$ cat src/rtl/fsmc_pkg.sv
package fsmc_pkg;

    // Register byte addresses on the APB slave
    localparam logic [7:0]  ADDR_STATUS   = 8'h00;
    localparam logic [7:0]  ADDR_INDEX    = 8'h04;
    localparam logic [7:0]  ADDR_DATA     = 8'h08;
    localparam logic [7:0]  ADDR_SECURITY = 8'h0C;

    // Status register bit positions (flash_status)
    localparam int          ST_COMMAND_COMPLETE_FLAG_BIT   = 7;
    localparam int          ST_ACCESS_ERROR_FLAG_BIT = 5;
    localparam int          ST_PROTECTION_VIOLATION_FLAG_BIT = 4;
    localparam int          ST_MG1_BIT    = 1;
    localparam int          ST_MG0_BIT    = 0;

    // Security register bit positions
    localparam int          SEC_LOCK_BIT  = 5;
    localparam int          SEC_SECURED_BIT = 4;
    localparam int          SEC_PMARGIN_LSB = 2;
    localparam int          SEC_DMARGIN_LSB = 0;

    // Command object geometry
    localparam int          CMD_WORDS     = 6;
    localparam logic [2:0]  IDX_LAST      = 3'h5;
    localparam int          CODE_MSB      = 15;
    localparam int          CODE_LSB      = 8;
    localparam int          BLK_MSB       = 1;
    localparam int          BLK_LSB       = 0;

    // Command codes and the index expected at launch
    localparam logic [7:0]  CMD_UNSECURE  = 8'h0B;
    localparam logic [7:0]  CMD_BACKDOOR  = 8'h0C;
    localparam logic [7:0]  CMD_MARGIN    = 8'h0D;
    localparam logic [2:0]  IDX_UNSECURE  = 3'h0;
    localparam logic [2:0]  IDX_BACKDOOR  = 3'h4;
    localparam logic [2:0]  IDX_MARGIN    = 3'h1;
    localparam logic [2:0]  IDX_KEY0      = 3'h1;
    localparam int          KEY_COUNT     = 4;

    // Stored comparison key 0 global address; later keys follow word by word
    localparam logic [17:0] KEY0_GADDR    = 18'h3FF00;

    // Backdoor key enable field in security_config
    localparam int          BACKDOOR_KEY_ENABLE_MSB     = 7;
    localparam int          BACKDOOR_KEY_ENABLE_LSB     = 6;
    localparam logic [1:0]  BACKDOOR_KEY_ENABLE_ON      = 2'h2;

    // Margin levels and block selects (global address 17:16)
    localparam logic [15:0] LVL_NORMAL    = 16'h0000;
    localparam logic [15:0] LVL_USER1     = 16'h0001;
    localparam logic [15:0] LVL_USER0     = 16'h0002;
    localparam logic [1:0]  BLK_PFLASH    = 2'h3;
    localparam logic [1:0]  BLK_DFLASH    = 2'h0;

    // Sequencer states
    typedef enum logic [1:0] {
        ST_IDLE,
        ST_ERASE,
        ST_FINISH
    } fsmc_state_t;

    // APB request from the master
    typedef struct packed {
        logic        psel;
        logic        penable;
        logic        pwrite;
        logic [7:0]  paddr;
        logic [31:0] pwdata;
    } fsmc_apb_req_t;

    // Verify result from the array after a mass erase
    typedef struct packed {
        logic done;
        logic fail;
        logic uncorr;
    } fsmc_verify_t;

    // Whole state of the sequencer
    typedef struct packed {
        fsmc_state_t                 st;
        logic [CMD_WORDS-1:0][15:0]  ccob;
        logic [2:0]                  idx;
        logic                        command_complete_flag;
        logic                        access_error_flag;
        logic                        protection_violation_flag;
        logic                        mg1;
        logic                        mg0;
        logic                        secured;
        logic                        key_locked;
        logic [1:0]                  pmargin;
        logic [1:0]                  dmargin;
        logic                        erase_req;
        logic                        pready;
        logic                        pslverr;
        logic [31:0]                 prdata;
    } fsmc_regs_t;

endpackage

$ cat src/rtl/fsmc_sequencer.sv
// Our own choices: the register offsets and the APB interface to the registers.
`timescale 1ns/1ps
`default_nettype none

module fsmc_sequencer
    import fsmc_pkg::*;
(
    // Clock and reset
    input  wire logic                 ref_clk_in,
    input  wire logic                 resetn_in,
    // APB slave
    input  wire fsmc_apb_req_t        apb_req_in,
    output logic [31:0]               prdata_out,
    output logic                      pready_out,
    output logic                      pslverr_out,
    // Flash array mass erase and verify
    output logic                      erase_req_out,
    input  wire fsmc_verify_t         verify_in,
    // Configuration and mode inputs
    input  wire logic                 protect_any_in,
    input  wire logic                 unsecure_mode_ok_in,
    input  wire logic                 margin_mode_ok_in,
    input  wire logic [7:0]           security_config_in,
    input  wire logic [KEY_COUNT-1:0][15:0] stored_keys_in,
    // Security, command complete flag and read margin state
    output logic                      secured_out,
    output logic                      command_complete_flag_out,
    output logic [1:0]                pflash_read_margin_out,
    output logic [1:0]                dflash_read_margin_out
);

    fsmc_regs_t               r_q;
    fsmc_regs_t               r_d;
    logic [KEY_COUNT-1:0]     key_eq;

    // Register address match
    function automatic logic addr_is(input logic [7:0] a, input logic [7:0] target);
        addr_is = (a == target);
    endfunction

    // Any of the four register words; all else answers with a slave error
    function automatic logic addr_mapped(input logic [7:0] a);
        addr_mapped = addr_is(a, ADDR_STATUS) | addr_is(a, ADDR_INDEX)
                    | addr_is(a, ADDR_DATA) | addr_is(a, ADDR_SECURITY);
    endfunction

    // Status word: complete, access error, protection and verify flags
    function automatic logic [31:0] status_word(input fsmc_regs_t s);
        logic [31:0] w;
        w                = 32'h0000_0000;
        w[ST_COMMAND_COMPLETE_FLAG_BIT]   = s.command_complete_flag;
        w[ST_ACCESS_ERROR_FLAG_BIT] = s.access_error_flag;
        w[ST_PROTECTION_VIOLATION_FLAG_BIT] = s.protection_violation_flag;
        w[ST_MG1_BIT]    = s.mg1;
        w[ST_MG0_BIT]    = s.mg0;
        status_word      = w;
    endfunction

    // Index word: command word index in the low bits
    function automatic logic [31:0] index_word(input fsmc_regs_t s);
        logic [31:0] w;
        w          = 32'h0000_0000;
        w[2:0]     = s.idx;
        index_word = w;
    endfunction

    // Data word: command word at the current index, zero past the last word
    function automatic logic [31:0] data_word(input fsmc_regs_t s);
        logic [31:0] w;
        w = 32'h0000_0000;
        if (s.idx <= IDX_LAST) begin
            w[15:0] = s.ccob[s.idx];
        end
        data_word = w;
    endfunction

    // Security word: backdoor lock, secured state and both read margins
    function automatic logic [31:0] security_word(input fsmc_regs_t s);
        logic [31:0] w;
        w                       = 32'h0000_0000;
        w[SEC_LOCK_BIT]         = s.key_locked;
        w[SEC_SECURED_BIT]      = s.secured;
        w[SEC_PMARGIN_LSB +: 2] = s.pmargin;
        w[SEC_DMARGIN_LSB +: 2] = s.dmargin;
        security_word           = w;
    endfunction

    // Unsecure refused on a wrong index or in a mode without it
    function automatic logic unsecure_refused(input logic [2:0] ix, input logic mode_ok);
        unsecure_refused = (ix != IDX_UNSECURE) || !mode_ok;
    endfunction

    // Backdoor command runs only under the one key-enable code
    function automatic logic backdoor_enabled(input logic [7:0] cfg);
        backdoor_enabled = (cfg[BACKDOOR_KEY_ENABLE_MSB:BACKDOOR_KEY_ENABLE_LSB] == BACKDOOR_KEY_ENABLE_ON);
    endfunction

    // Margin levels that the margin command accepts
    function automatic logic level_valid(input logic [15:0] lvl);
        level_valid = (lvl == LVL_NORMAL) || (lvl == LVL_USER1) || (lvl == LVL_USER0);
    endfunction

    // Block selects that name a real flash block
    function automatic logic block_valid(input logic [1:0] blk);
        block_valid = (blk == BLK_PFLASH) || (blk == BLK_DFLASH);
    endfunction

    // Margin refused on a wrong index, mode, block or level
    function automatic logic margin_refused(input logic [2:0] ix, input logic mode_ok,
                                            input logic [1:0] blk, input logic [15:0] lvl);
        margin_refused = (ix != IDX_MARGIN) || !mode_ok || !block_valid(blk) || !level_valid(lvl);
    endfunction

    // Any verify error, correctable or not, fails the blank check
    function automatic logic verify_bad(input fsmc_verify_t v);
        verify_bad = v.fail | v.uncorr;
    endfunction

    // Supplied key n against stored word at KEY0_GADDR plus n words
    genvar k;
    generate
        for (k = 0; k < KEY_COUNT; k++) begin : g_key
            assign key_eq[k] = (r_q.ccob[k + int'(IDX_KEY0)] == stored_keys_in[k]);
        end
    endgenerate

    // Next-state logic: bus slave and command sequencer
    always_comb begin
        logic        acc;
        logic        wr_done;
        logic        mapped;
        logic        launch;
        logic [7:0]  code;
        logic [1:0]  blk;
        logic [15:0] lvl;
        logic [31:0] rd;
        acc     = 1'b0;
        wr_done = 1'b0;
        mapped  = 1'b0;
        launch  = 1'b0;
        code    = r_q.ccob[0][CODE_MSB:CODE_LSB];
        blk     = r_q.ccob[0][BLK_MSB:BLK_LSB];
        lvl     = r_q.ccob[IDX_MARGIN];
        rd      = 32'h0000_0000;
        r_d     = r_q;

        // APB: one wait state, pready from a flop
        acc     = apb_req_in.psel & apb_req_in.penable;
        mapped  = addr_mapped(apb_req_in.paddr);
        r_d.pready  = acc & ~r_q.pready;
        r_d.pslverr = acc & ~r_q.pready & ~mapped;
        wr_done = acc & r_q.pready & apb_req_in.pwrite & ~r_q.pslverr;

        // Read data captured together with pready
        if (addr_is(apb_req_in.paddr, ADDR_STATUS)) begin
            rd = status_word(r_q);
        end else if (addr_is(apb_req_in.paddr, ADDR_INDEX)) begin
            rd = index_word(r_q);
        end else if (addr_is(apb_req_in.paddr, ADDR_DATA)) begin
            rd = data_word(r_q);
        end else if (addr_is(apb_req_in.paddr, ADDR_SECURITY)) begin
            rd = security_word(r_q);
        end
        r_d.prdata = (acc & ~r_q.pready & ~apb_req_in.pwrite) ? rd : 32'h0000_0000;

        // Register writes, all ignored while a command runs
        if (wr_done && r_q.command_complete_flag) begin
            if (addr_is(apb_req_in.paddr, ADDR_STATUS)) begin
                if (apb_req_in.pwdata[ST_ACCESS_ERROR_FLAG_BIT]) begin
                    r_d.access_error_flag = 1'b0;
                end
                if (apb_req_in.pwdata[ST_PROTECTION_VIOLATION_FLAG_BIT]) begin
                    r_d.protection_violation_flag = 1'b0;
                end
                // Writing one to the complete flag launches unless an error flag stays set; only a started command clears it
                launch = apb_req_in.pwdata[ST_COMMAND_COMPLETE_FLAG_BIT] & ~r_d.access_error_flag & ~r_d.protection_violation_flag;
            end else if (addr_is(apb_req_in.paddr, ADDR_INDEX)) begin
                r_d.idx = apb_req_in.pwdata[2:0];
            end else if (addr_is(apb_req_in.paddr, ADDR_DATA)) begin
                if (r_q.idx <= IDX_LAST) begin
                    r_d.ccob[r_q.idx] = apb_req_in.pwdata[15:0];
                end
            end
        end

        // Command launch; every access error completes at once
        if (launch) begin
            r_d.mg1 = 1'b0;
            r_d.mg0 = 1'b0;
            case (code)
                CMD_UNSECURE: begin
                    if (unsecure_refused(r_q.idx, unsecure_mode_ok_in)) begin
                        r_d.access_error_flag = 1'b1;
                    end else if (protect_any_in) begin
                        r_d.protection_violation_flag = 1'b1;
                    end else begin
                        r_d.command_complete_flag      = 1'b0;
                        r_d.erase_req = 1'b1;
                        r_d.st        = ST_ERASE;
                    end
                end
                CMD_BACKDOOR: begin
                    if (r_q.idx != IDX_BACKDOOR) begin
                        r_d.access_error_flag = 1'b1;
                    end else if (!backdoor_enabled(security_config_in)) begin
                        r_d.access_error_flag = 1'b1;
                    end else if (r_q.key_locked) begin
                        r_d.access_error_flag = 1'b1;
                    end else if (&key_eq) begin
                        r_d.secured = 1'b0;
                        r_d.command_complete_flag    = 1'b0;
                        r_d.st      = ST_FINISH;
                    end else begin
                        r_d.access_error_flag     = 1'b1;
                        r_d.key_locked = 1'b1;
                    end
                end
                CMD_MARGIN: begin
                    if (margin_refused(r_q.idx, margin_mode_ok_in, blk, lvl)) begin
                        r_d.access_error_flag = 1'b1;
                    end else begin
                        r_d.dmargin = lvl[1:0];
                        if (blk == BLK_PFLASH) begin
                            r_d.pmargin = lvl[1:0];
                        end
                        r_d.command_complete_flag = 1'b0;
                        r_d.st   = ST_FINISH;
                    end
                end
                default: begin
                    r_d.access_error_flag = 1'b1;
                end
            endcase
        end

        // Sequencer
        case (r_q.st)
            ST_IDLE: begin
            end
            ST_ERASE: begin
                if (verify_in.done) begin
                    r_d.erase_req = 1'b0;
                    r_d.mg1       = verify_bad(verify_in);
                    r_d.mg0       = verify_in.uncorr;
                    if (!verify_bad(verify_in)) begin
                        r_d.secured = 1'b0;
                    end
                    r_d.command_complete_flag = 1'b1;
                    r_d.st   = ST_IDLE;
                end
            end
            ST_FINISH: begin
                r_d.command_complete_flag = 1'b1;
                r_d.st   = ST_IDLE;
            end
            default: begin
                r_d.st = ST_IDLE;
            end
        endcase
    end

    // State register
    always_ff @(posedge ref_clk_in) begin
        if (!resetn_in) begin
            r_q            <= '0;
            r_q.st         <= ST_IDLE;
            r_q.command_complete_flag       <= 1'b1;
            r_q.secured    <= 1'b1;
        end else begin
            r_q <= r_d;
        end
    end

    // Outputs straight from the state register
    assign prdata_out                = r_q.prdata;
    assign pready_out                = r_q.pready;
    assign pslverr_out               = r_q.pslverr;
    assign erase_req_out             = r_q.erase_req;
    assign secured_out               = r_q.secured;
    assign command_complete_flag_out = r_q.command_complete_flag;
    assign pflash_read_margin_out    = r_q.pmargin;
    assign dflash_read_margin_out    = r_q.dmargin;

endmodule

`default_nettype wire

$ cat config.mk
export PLATFORM = sky130hd
export DESIGN_NAME = fsmc_sequencer
export DESIGN_NICKNAME = d
export VERILOG_FILES = /design/src/rtl/fsmc_pkg.sv /design/src/rtl/fsmc_sequencer.sv
export SDC_FILE = /design/constraint.sdc
export NUM_CORES = 1
export LEC_CHECK = 0
export ABC_CLOCK_PERIOD_IN_PS = 3300
export BUFFER_PORTS_ARGS = -buffer_cell sky130_fd_sc_hd__buf_2
export CAP_MARGIN = 20
export CORE_MARGIN = 1
export CORE_UTILIZATION = 55
export CTS_CLUSTER_DIAMETER = 120
export DETAILED_ROUTE_END_ITERATION = 16
export GPL_ROUTABILITY_DRIVEN = 0
export HOLD_SLACK_MARGIN = 0.08
export PLACE_DENSITY = 0.81
export RECOVER_POWER = 25
export SLEW_MARGIN = 20
export SYNTH_ARGS = -nofsm -noshare
export SYNTH_HDL_FRONTEND = slang
export SYNTH_SLANG_ARGS = --single-unit
$ cat constraint.sdc
create_clock -name ref_clk_in -period 3.3 [get_ports ref_clk_in]
set_input_delay 0.825 -clock ref_clk_in [delete_from_list [all_inputs] [get_ports ref_clk_in]]
set_output_delay 0.825 -clock ref_clk_in [all_outputs]
set_load 0.01 [all_outputs]
Word level (Yosys, flattened, before mapping)
Cells that the tools add are included.
- $lt $le $gt $ge: 3
- equal/unequal tests: 18
- multiplexer cells: 69
- bitwise operators: 25
- reductions and logical operators: 28
- operators with widths (operator ; count):
    96-bit bitwise mux ; 1
    16-bit equality test ; 4
    16-bit two-way mux ; 4
    16-bit binary-select mux with 3-bit select ; 1
    16-bit demux with 3-bit select ; 1
    8-bit by 4-bit equality test with 1-bit output (second input constant) ; 5
    1-bit two-way mux ; 33
    2-bit two-way mux ; 16
    16-bit by 1-bit equality test with 1-bit output (second input constant) ; 1
    16-bit by 2-bit equality test with 1-bit output (second input constant) ; 1
    16-bit logical NOT ; 1
    8-bit two-way mux ; 2
    12-bit two-way mux ; 1
    1-bit NOT ; 12
    4-bit AND reduction ; 3
    1-bit AND ; 9
    8-bit by 3-bit equality test with 1-bit output (second input constant) ; 1
    8-bit logical NOT ; 1
    4-bit two-way mux ; 2
    1-bit logical OR ; 7
    2-bit equality test (second input constant) ; 3
    3-bit two-way mux ; 2
    6-bit two-way mux ; 1
    1-bit case mux with 3 select lines ; 2
    other kinds (20) ; 29
- flip-flop bits (word level): 147
- input bits: 123
- output and inout port bits: 41
- logic and storage cells: 167

Longest topological paths before layout
Gate-level depths: netlist (run 1).
- depth after elaboration: 17
- depth in mapped cells: 9
- gate-level depth less buffers: 7

Worst setup path after synthesis (run 1)
Ideal clock, no wire load.
- path type: input to register
- start: in apb_req_in[37] in the netlist's numbering
- end: reg r_q[56] in the netlist's numbering
- setup time: 0.066 ns
- arrival time: 2.901 ns
- data required time: 3.234 ns
- slack: 0.333 ns
- cell stages on the path: 8
- path buffers: 2
- path through: or4_1 or3_1 buf_6 or4_4 nor3_4 buf_6 nand2_1 a21boi_2
- longest elaborated chain between the ends: 3
- elaborated cells on any way between the ends: 6
- those cells by class: eq/ne (2); bitwise (2); reduce/logical (2)
- ends and longest elaborated chain (element ; line ; text):
    start: declaration ; fsmc_sequencer.sv:12 ; input wire fsmc_apb_req_t apb_req_in,
    8-bit by 3-bit equality test with 1-bit output or 8-bit logical NOT (tied branches) ; fsmc_sequencer.sv:38 ; addr_is = (a == target);
    1-bit NOT (no line) ; n/a ;
    5-bit AND reduction (no line) (*) ; n/a ;
    end signal: assignment ; fsmc_sequencer.sv:270 ; r_q <= r_d;
    end: declaration ; fsmc_sequencer.sv:32 ; fsmc_regs_t r_q;
Mark *: on every way between the ends. The rest lies on a longest branch, timed or not.
A chain may end at the register's enable or synchronous reset.

Worst setup path in the final report (run 1)
- start: in stored_keys_in[60] in the netlist's numbering
- end: reg r_q[44] in the netlist's numbering
- longest elaborated chain between the ends: 8
- ends and longest elaborated chain (element ; line ; text):
    start: declaration ; fsmc_sequencer.sv:24 ; input wire logic [KEY_COUNT-1:0][15:0] stored_keys_in,
    16-bit equality test ; fsmc_sequencer.sv:123 ; assign key_eq[k] = (r_q.ccob[k + int'(IDX_KEY0)] == stored_keys_in[k]);
    4-bit AND reduction ; fsmc_sequencer.sv:209 ; end else if (&key_eq) begin
    1-bit two-way mux ; fsmc_sequencer.sv:209 ;
    1-bit two-way mux ; fsmc_sequencer.sv:207 ; end else if (r_q.key_locked) begin
    1-bit two-way mux ; fsmc_sequencer.sv:205 ; end else if (!backdoor_enabled(security_config_in)) begin
    1-bit two-way mux ; fsmc_sequencer.sv:203 ; if (r_q.idx != IDX_BACKDOOR) begin
    1-bit case mux with 3 select lines ; fsmc_sequencer.sv:190 ; case (code)
    12-bit two-way mux ; fsmc_sequencer.sv:187 ; if (launch) begin
No other way between the ends.

==> results of run 1 <==
metrics by stage:
stage | util [%] | cell area [sq um] | worst slack (ns) | cells
final | 65.49 | 8264 | 0.4858 | 1146
after global routing | 65.49 | 8264 | 0.3869 | 1146
after CTS | 65.85 | 8310 | 0.5097 | 1146
after detailed placement | 61.04 | 7702 | 0.1196 | 1115
after global placement | 61.04 | 7702 | 0.1790 | 1115
after floorplan | - | 7179 | 0.3328 | 885
where the power goes:
part | switching, W | total [W] | internal, W | leakage (nW)
logic | 0.000121 | 0.000216 | 0.0000953 | 1.52
registers | 0.000000591 | 0.00158 | 0.00158 | 1.06
clock network | 0.000694 | 0.00197 | 0.00128 | 0.301
total | 0.000816 | 0.00377 | 0.00295 | 2.87
area by class of cell:
class                   instances  area (sq um)  share of cell area, %
well taps                     172         215.2                  2.604
clock inverters                10         157.7                  1.908
clock buffers                  21         450.4                  5.450
repair buffers                148         769.5                  9.311
flip-flops and latches        131          2624                  31.75
inverters                       7         26.28                 0.3179
multi-input cells             657          4021                  48.66
per-layer routing:
layer	vias up	routed length [um]
li1	3125	-
met1	3079	8924
met2	441	9439
met3	81	2315
met4	2	1062
met5	-	36
worst max path at each step:
stage,startpoint,to,slack (ns),cells past startpoint
after floorplan,apb_req_in[37],r_q[56]$_SDFFE_PN0P_,0.33,8
after global placement,apb_req_in[37],r_q[69]$_SDFFE_PN0P_,0.18,7
after detailed placement,apb_req_in[37],r_q[68]$_SDFFE_PN0P_,0.12,7
after CTS,apb_req_in[37],r_q[71]$_SDFFE_PN0P_,0.51,7
after global routing,apb_req_in[37],r_q[65]$_SDFFE_PN0P_,0.39,7
final,stored_keys_in[60],r_q[44]$_SDFF_PN0_,0.49,7
worst reg2reg max path, delay by kind of cell (launching register included):
kind,cells,cell delay [ns]
AOI/OAI and AO/OA,2,0.64
and+or+nand+nor,3,1.15
DFF,1,0.33
xor gates and xnor gates,1,0.42
state kept, by name, summed over array words and instances, names as in the netlist:
name                       cells
pready_out                     1
erase_req_out                  1
dflash_read_margin_out         2
pslverr_out                    1
prdata_out                    16
command_complete_flag_out      1
pflash_read_margin_out         2
secured_out                    1
r_q                          106
synthesized netlist by cell type (5+ instances only):
cell | count | area [sq um]
nand2_1 | 212 | 795.8
dfxtp_1 | 131 | 2623
xnor2_1 | 64 | 560.5
a21boi_1 | 56 | 420.4
nor2_1 | 38 | 142.6
buf_4 | 37 | 277.8
clkbuf_1 | 37 | 138.9
a21boi_0 | 33 | 247.7
mux2i_1 | 31 | 310.3
nand4_1 | 22 | 137.6
a21oi_1 | 18 | 90.09
nand3_1 | 14 | 70.07
a211oi_1 | 13 | 97.59
a22oi_1 | 11 | 82.58
nor2b_1 | 11 | 68.82
o21ai_0 | 11 | 55.05
a21boi_2 | 10 | 112.6
buf_2 | 10 | 50.05
nor4_1 | 10 | 62.56
a31oi_1 | 9 | 56.30
mux2_2 | 9 | 101.4
inv_1 | 7 | 26.28
nor3_1 | 7 | 35.03
and3_1 | 6 | 37.54
nand2b_1 | 5 | 31.28
o22ai_1 | 5 | 31.28
cells by family (layout without fill, tap and decap cells):
kind of cell | after synthesis | in the layout | synth area share (%)
other | 1 | 16 | 0.05265
buffers and inverters | 97 | 186 | 7.448
and+or+nand+nor | 350 | 350 | 22.47
muxes | 40 | 40 | 5.779
xor gates and xnor gates | 64 | 64 | 7.869
adders and majority gates | 4 | 4 | 0.7026
AOI/OAI and AO/OA | 183 | 183 | 18.87
DFF | 131 | 131 | 36.82
==> results.yml, run 1 <==
clock_network:
  cts_root_buffer: "clkbuf_16"
  clkSinkCount: 131
  post_cts_buffers: 0
  clk_pin_slew_ns: 0.05
  cts_inserted_buffers: 17
  clk_latency_ns: 0.42
  htreeDepth: 4
  cts_tree: "done"
  cts-resized-gates: 0
  holdBufCountCts: 0
  clock_path_buffers: 2
cells_and_area:
  fillers: 1057
  most-common-layout-cells: "nand2_1, dfxtp_1, buf_2"
  fin_nets: 1089
  drive_gt1_share_pct: 17.97
  synthToLayoutAreaGrowth_pct: 16.02
  diodes: 0
  final_common_cell: "nand2_1"
yosys:
  async_flop_share_pct: 0
  syn-mean-instance-area_sq_um: 8.187
  synth_cell_types: 54
  ys_warn_count: 0
  ys_ff_latch: 131
  ys.flop_type: "dfxtp_1"
  ys_seq_area_share_pct: 36.82
  synth_area_sq_um: 7123
  synth_edf_count: 0
  synthCells: 870
grt:
  grt_util_met1_pct: 43.30
  grt_util_met2_pct: 50.83
  grt_usage_pct: 33.47
  grt_pass1_vias: 6304
  top_usage_layer: "met2"
  gr-usage-met3_pct: 8.107
  grt_max_degree: 116
  grt-ovfl-total: 0
  grt_pass1_wl_um: 33040
  grt_antenna_before_repair: 0
worst_setup_path:
  reg2regPathDepth: 6
  crit_type: "in2reg"
  crit_chain: "buf_2 > xnor2_1 > nand4_1 > nor4_1 > nand4_1 > o31ai_1 > a21oi_1"
  slowest_stage: "nor4_1"
  crit_top_cell: "nand4_1"
  start_kind: "input port"
  cp.required_ns: 3.59
  crit_fanout: 5
  r2r_setup_slack_ns: 0.63
  reg2reg_to: "r_q[44]$_SDFF_PN0_"
  worstPathArrival_ns: 3.10
  max_stage_delay_ns: 0.52
  r2r_start: "r_q[125]$_SDFFE_PN0P_"
  cpLargestDelayFamily: "simple AND/OR/NAND/NOR gates"
  crit_path_end_kind: "flip-flop"
  cp.buffers_inverters: 1
place:
  port_buffers: 125
  dp_hpwl_um: 15400
timing:
  setup_viol: 0
  rsz0062_at_grt: "no"
  holdWs_ns: 0.4509
  relSlewSlack_pct: 34.14
  fmax_ghz: 0.3553
  finalCritPeriodShare_pct: 85.28
  report.final.slew_viol_count: 0
  hold_violations: 0
  worstMarginPinSlew_ns: 0.9879
  skew_ns: 0.005676
  final.setup.tns_ns: 0
  fin_crit_ns: 2.814
floorplanning:
  core_area_sq_um: 12620
  die-height_um: 115.8
  ios: 164
  die_w_um: 115.8
  dieArea_sq_um: 13410
  row_count: 41
  initial_core_util_pct: 56.44
detailed_routing:
  drt_wl_total_um: 21780
  wire_per_inst_um: 19.00
  drt-pass1-iter-count: 6
  drc: 0
  drtIter0Drc: 891
  antenna_left: 0
  vias_per_cell: 5.871
  vias: 6728
min_path:
  worstHoldEndpoint: "r_q[141]$_SDFFE_PN0P_"
  min_from: "r_q[141]$_SDFFE_PN0P_"
  hp-class: "reg2reg"
  holdPathStages: 2
outcome:
  status: "complete, no violations"
power_and_ir_drop:
  p_leak_nw: 2.872
  power_w: 0.003769
  p_per_area_nw_per_um2: 456.1
  vdd_ir_drop_max_v: 0.0003383
job:
  max_cap_viol_count: 0
Note: power is estimated with default switching activity, not from simulation.
==> run 2: changes to the inputs <==
--- a/config.mk
+++ b/config.mk
@@ -9,14 +9,14 @@
 export BUFFER_PORTS_ARGS = -buffer_cell sky130_fd_sc_hd__buf_2
 export CAP_MARGIN = 20
 export CORE_MARGIN = 1
-export CORE_UTILIZATION = 55
+export CORE_UTILIZATION = 53
 export CTS_CLUSTER_DIAMETER = 120
 export DETAILED_ROUTE_END_ITERATION = 16
 export GPL_ROUTABILITY_DRIVEN = 0
 export HOLD_SLACK_MARGIN = 0.08
-export PLACE_DENSITY = 0.81
+export PLACE_DENSITY = 0.79
 export RECOVER_POWER = 25
-export SLEW_MARGIN = 20
+export SKIP_CTS_REPAIR_TIMING = 1
 export SYNTH_ARGS = -nofsm -noshare
 export SYNTH_HDL_FRONTEND = slang
 export SYNTH_SLANG_ARGS = --single-unit
==> results.yml, run 2 (synthesis results as in run 1) <==
place:
  dp_hpwl_um: 15640
  post-place-ws_ns: 0.1470
  port_buffers: 125
  placed_cells: 1116
  place_area_sq_um: 7747
timing:
  setup_viol: 0
  finalCritPeriodShare_pct: 85.22
  setup_slack_ns: 0.4878
  skew_ns: 0.006297
  rsz0062_at_grt: "no"
  worstMarginPinSlew_ns: 1.012
  relSlewSlack_pct: 32.55
  final.setup.tns_ns: 0
  hold_violations: 0
  report.final.slew_viol_count: 0
  fmax_ghz: 0.3556
  holdWs_ns: 0.4523
  fin_crit_ns: 2.812
power_and_ir_drop:
  p_switching_w: 0.0008211
  power.internal_w: 0.003077
  clkPwrFrac_pct: 53.8
  p_leak_nw: 2.893
  vdd_ir_drop_max_v: 0.0003187
  p_sw_share_pct: 21.07
  seq_power_share_pct: 40.6
  p_per_area_nw_per_um2: 466.5
  power_frac_comb_pct: 5.6
detailed_routing:
  wire_per_inst_um: 19.76
  drc: 0
  drtIter0Drc: 954
  vias_per_cell: 6.044
  drt_wl_total_um: 22670
  drt-pass1-iter-count: 6
  vias: 6933
  antenna_left: 0
worst_setup_path:
  crit_chain: "buf_2 > or4_1 > or3_1 > nor4_4 > and3_1 > buf_4 > nand2_1 > a21boi_0"
  worstPathArrival_ns: 3.14
  cp.buffers_inverters: 2
  r2r_setup_slack_ns: 0.85
  crit_path_end_kind: "flip-flop"
  crit_fanout: 6
  slowest_stage: "or4_1"
  max_stage_delay_ns: 0.52
  cp.required_ns: 3.63
  cpLargestDelayFamily: "simple AND/OR/NAND/NOR gates"
  start_kind: "input port"
  crit_type: "in2reg"
floorplanning:
  dieArea_sq_um: 13910
  die_w_um: 117.9
  row_count: 41
  core_area_sq_um: 12880
  ios: 164
  die-height_um: 117.9
  initial_core_util_pct: 55.32
clock_network:
  cts_inserted_buffers: 17
  clock_path_buffers: 2
  cts_root_buffer: "clkbuf_16"
  clkSinkCount: 131
  cts_tree: "done"
  clk_pin_slew_ns: 0.06
  clk_latency_ns: 0.42
  htreeDepth: 4
cells_and_area:
  drive_gt1_share_pct: 18.05
  largest_reg_flops: 106
  fin_area_sq_um: 8356
  fillers: 1080
  finalNonFillerCells: 1147
  final_common_cell: "nand2_1"
  most-common-layout-cells: "nand2_1, dfxtp_1, buf_2"
  diodes: 0
  fin_nets: 1090
  largest-register: "r_q"
  synthToLayoutAreaGrowth_pct: 17.30
grt:
  grt_pass1_wl_um: 34700
  grt_usage_pct: 32.36
  grt_max_degree: 116
  grt_antenna_before_repair: 0
  grt-ovfl-total: 0
  grt_pass1_vias: 6435
job:
  max_cap_viol_count: 0
min_path:
  hp-class: "reg2reg"
outcome:
  status: "complete, no violations"
==> run 2: cell types whose count changed in the layout (fill, tap and decap cells not counted) <==
cell and delta:
clkinvlp_4 +2, clkinv_4 -1, buf_2 -1, buf_12 +3, clkbuf_8 +2, bufinv_16 +1
buf_4 -1, clkinv_2 -4
==> run 2: worst paths after layout <==
path,cells past startpoint,end,start
max,8,r_q[98]$_SDFFE_PN0P_,apb_req_in[36]
min,2,r_q[51]$_SDFFE_PN0P_,r_q[51]$_SDFFE_PN0P_
max reg2reg,6,r_q[44]$_SDFF_PN0_,r_q[125]$_SDFFE_PN0P_
min reg2reg,2,r_q[51]$_SDFFE_PN0P_,r_q[51]$_SDFFE_PN0P_
==> run 2: per-stage QoR <==
stage | util, % | total power [W]
after global routing | 64.89 | 0.003984
after detailed placement | 60.17 | 0.001830
after CTS | 65.23 | 0.003889
after floorplan | - | 0.001727
after global placement | 60.17 | 0.001829
final | 64.89 | 0.003898
==> run 2: layout make-up <==
cell class	count	area [sq um]	area share [%]
Timing Repair Buffer	149	817.0	9.778
Sequential cell	131	2624	31.40
Clock inverter	8	173.9	2.081
Multi-Input combinational cell	657	4021	48.13
Tap cell	172	215.2	2.576
Inverter	7	26.28	0.3145
Clock buffer	23	478.0	5.720
==> run 2: worst register-to-register path, stage by stage, from the launching register on <==
cell and delay (ns):
dfxtp_1 0.33, xnor2_1 0.35, nand4_1 0.15, nor4_1 0.45
nand4_1 0.45, o31ai_1 0.48, a21oi_1 0.11
==> run 2: power groups by stage <==
stage	clock, W	combinational (W)	sequential (W)
global route	0.00217	0.000228	0.00158
floorplan	0	0.000109	0.00162
detailed placement	0	0.000212	0.00162
global placement	0	0.000211	0.00162
CTS	0.00209	0.000213	0.00158
finish	0.00210	0.000219	0.00158
==> run 2: metal layers <==
| metal | part of all wire, % | vias to the layer above | GRT usage (%) |
|---|---|---|---|
| li1 | - | 3116 | - |
| met1 | 40 | 3297 | 42.93 |
| met2 | 44 | 452 | 50.37 |
| met3 | 12 | 68 | 7.461 |
| met4 | 3.7 | 0 | 13.30 |
| met5 | 0 | - | 0 |
==> run 3: changes to the inputs <==
--- a/config.mk
+++ b/config.mk
@@ -5,10 +5,10 @@
 export SDC_FILE = /design/constraint.sdc
 export NUM_CORES = 1
 export LEC_CHECK = 0
-export ABC_CLOCK_PERIOD_IN_PS = 3300
+export ABC_CLOCK_PERIOD_IN_PS = 3150
 export BUFFER_PORTS_ARGS = -buffer_cell sky130_fd_sc_hd__buf_2
 export CAP_MARGIN = 20
-export CORE_MARGIN = 1
+export CORE_MARGIN = 2
 export CORE_UTILIZATION = 53
 export CTS_CLUSTER_DIAMETER = 120
 export DETAILED_ROUTE_END_ITERATION = 16
==> constraint.sdc (replaced) <==
create_clock -name ref_clk_in -period 3.15 [get_ports ref_clk_in]
set_input_delay 0.7875 -clock ref_clk_in [delete_from_list [all_inputs] [get_ports ref_clk_in]]
set_output_delay 0.7875 -clock ref_clk_in [all_outputs]
set_load 0.01 [all_outputs]
==> results.yml, run 3 (synthesis results as in run 1) <==
outcome:
  status: "complete, no violations"
grt:
  grt_pass1_wl_um: 34060
  grt_pass1_vias: 6293
  grt-ovfl-total: 0
  grt_max_degree: 84
  grt_antenna_before_repair: 1
  grt_usage_pct: 31.16
cells_and_area:
  largest_reg_flops: 106
  multi_input_area_sq_um: 4021
  diodes: 0
  fillers: 1108
  synthToLayoutAreaGrowth_pct: 17.90
  fin_nets: 1095
  ff_latch_area_sq_um: 2625
  post-route-util_pct: 63.67
  final_common_cell: "nand2_1"
  most-common-layout-cells: "nand2_1, dfxtp_1, buf_2"
  drive_gt1_share_pct: 18.86
  largest-register: "r_q"
floorplanning:
  ios: 164
  die_w_um: 119.9
  initial_core_util_pct: 54.00
  die-height_um: 119.9
  core_area_sq_um: 13190
  dieArea_sq_um: 14380
  row_count: 42
clock_network:
  htreeDepth: 4
  cts_tree: "done"
  cts_root_buffer: "clkbuf_16"
  clk_pin_slew_ns: 0.06
  cts_inserted_buffers: 17
  clkSinkCount: 131
  clk_latency_ns: 0.42
  clock_path_buffers: 2
place:
  dp_hpwl_um: 16170
  port_buffers: 125
worst_setup_path:
  crit_path_end_kind: "flip-flop"
  start_kind: "input port"
  cp.required_ns: 3.48
  slowest_stage: "or4_1"
  crit_fanout: 5
  worstPathArrival_ns: 3.07
  crit_type: "in2reg"
  crit_top_cell: "buf_4"
  max_stage_delay_ns: 0.51
  crit_chain: "buf_2 > or4_1 > or3_1 > buf_4 > a211oi_2 > and4_1 > buf_4 > nand2_1 > a21boi_0"
power_and_ir_drop:
  p_leak_nw: 2.914
  vdd_ir_drop_max_v: 0.0003393
  p_per_area_nw_per_um2: 482.9
detailed_routing:
  drc: 0
  wire_per_inst_um: 19.52
  vias_per_cell: 5.956
  vias: 6891
  drt-pass1-iter-count: 6
  antenna_left: 0
  drt_wl_total_um: 22590
  drtIter0Drc: 957
timing:
  rsz0062_at_grt: "no"
  report.final.slew_viol_count: 0
  worstMarginPinSlew_ns: 0.7559
  relSlewSlack_pct: 49.60
  fmax_ghz: 0.3655
  hold_violations: 0
  final.setup.tns_ns: 0
  setup_viol: 0
  finalCritPeriodShare_pct: 86.85
  skew_ns: 0.008346
  fin_crit_ns: 2.736
min_path:
  hp-class: "reg2reg"
job:
  max_cap_viol_count: 0
==> run 3: cell count changes in the layout (fill, tap and decap cells not counted), sizes merged <==
cell and change:
clkbuf -4, clkinv +3, clkinvlp +2, buf +5
==> run 3: worst max-delay path: cells and delay by family <==
family / cells / cell delay, ns
compound gates: 2 / 0.50
buf+inv: 3 / 0.46
simple gates: 4 / 1.32
==> run 3: layout make-up <==
| cell class | instances | area share, % |
|---|---|---|
| sequential | 131 | 31.26 |
| clock inverter | 13 | 2.473 |
| tap | 176 | 2.622 |
| inverter | 7 | 0.3129 |
| multi-input combinational | 657 | 47.88 |
| clock buffer | 19 | 5.274 |
| timing repair buffer | 154 | 10.18 |
==> run 3: layer usage <==
layer,GRT usage [%],share of wire (%),wire length [um]
met5,0,0,0
met4,12.13,3.1,708
met3,7.414,12,2678
met2,48.83,45,10260
met1,41.47,40,8944
==> run 3: final timing paths <==
check / from / to / slack, ns / cells after the start
worst max-delay path: apb_req_in[36] / r_q[129]$_SDFFE_PN0P_ / 0.41 / 9
worst max register to register: r_q[46]$_SDFFE_PN0P_ / r_q[145]$_SDFF_PN0_ / 0.73 / 6
worst min register to register: r_q[52]$_SDFFE_PN0P_ / r_q[52]$_SDFFE_PN0P_ / 0.45 / 2
worst min-delay path: r_q[52]$_SDFFE_PN0P_ / r_q[52]$_SDFFE_PN0P_ / 0.45 / 2
==> run 3: power breakdown <==
group / switching (W) / total (W) / internal, W / leakage, nW
sequential: 0.000000518 / 0.00166 / 0.00166 / 1.06
combinational: 0.000129 / 0.000229 / 0.0000997 / 1.55
clock: 0.000745 / 0.00217 / 0.00142 / 0.305
total: 0.000875 / 0.00406 / 0.00318 / 2.91
==> run 3: through the flow <==
step                instances  worst slack [ns]  hold slack, ns  cell area (sq um)  total power (W)
floorplan                 885            0.2203          0.4300               7179         0.001810
global placement         1125           0.07265          0.4365               7791         0.001918
detailed placement       1125          0.004878          0.4426               7791         0.001918
CTS                      1157            0.4015          0.4521               8442         0.004046
global route             1157            0.2959          0.4653               8398         0.004147
finish                   1157            0.4143          0.4518               8398         0.004056
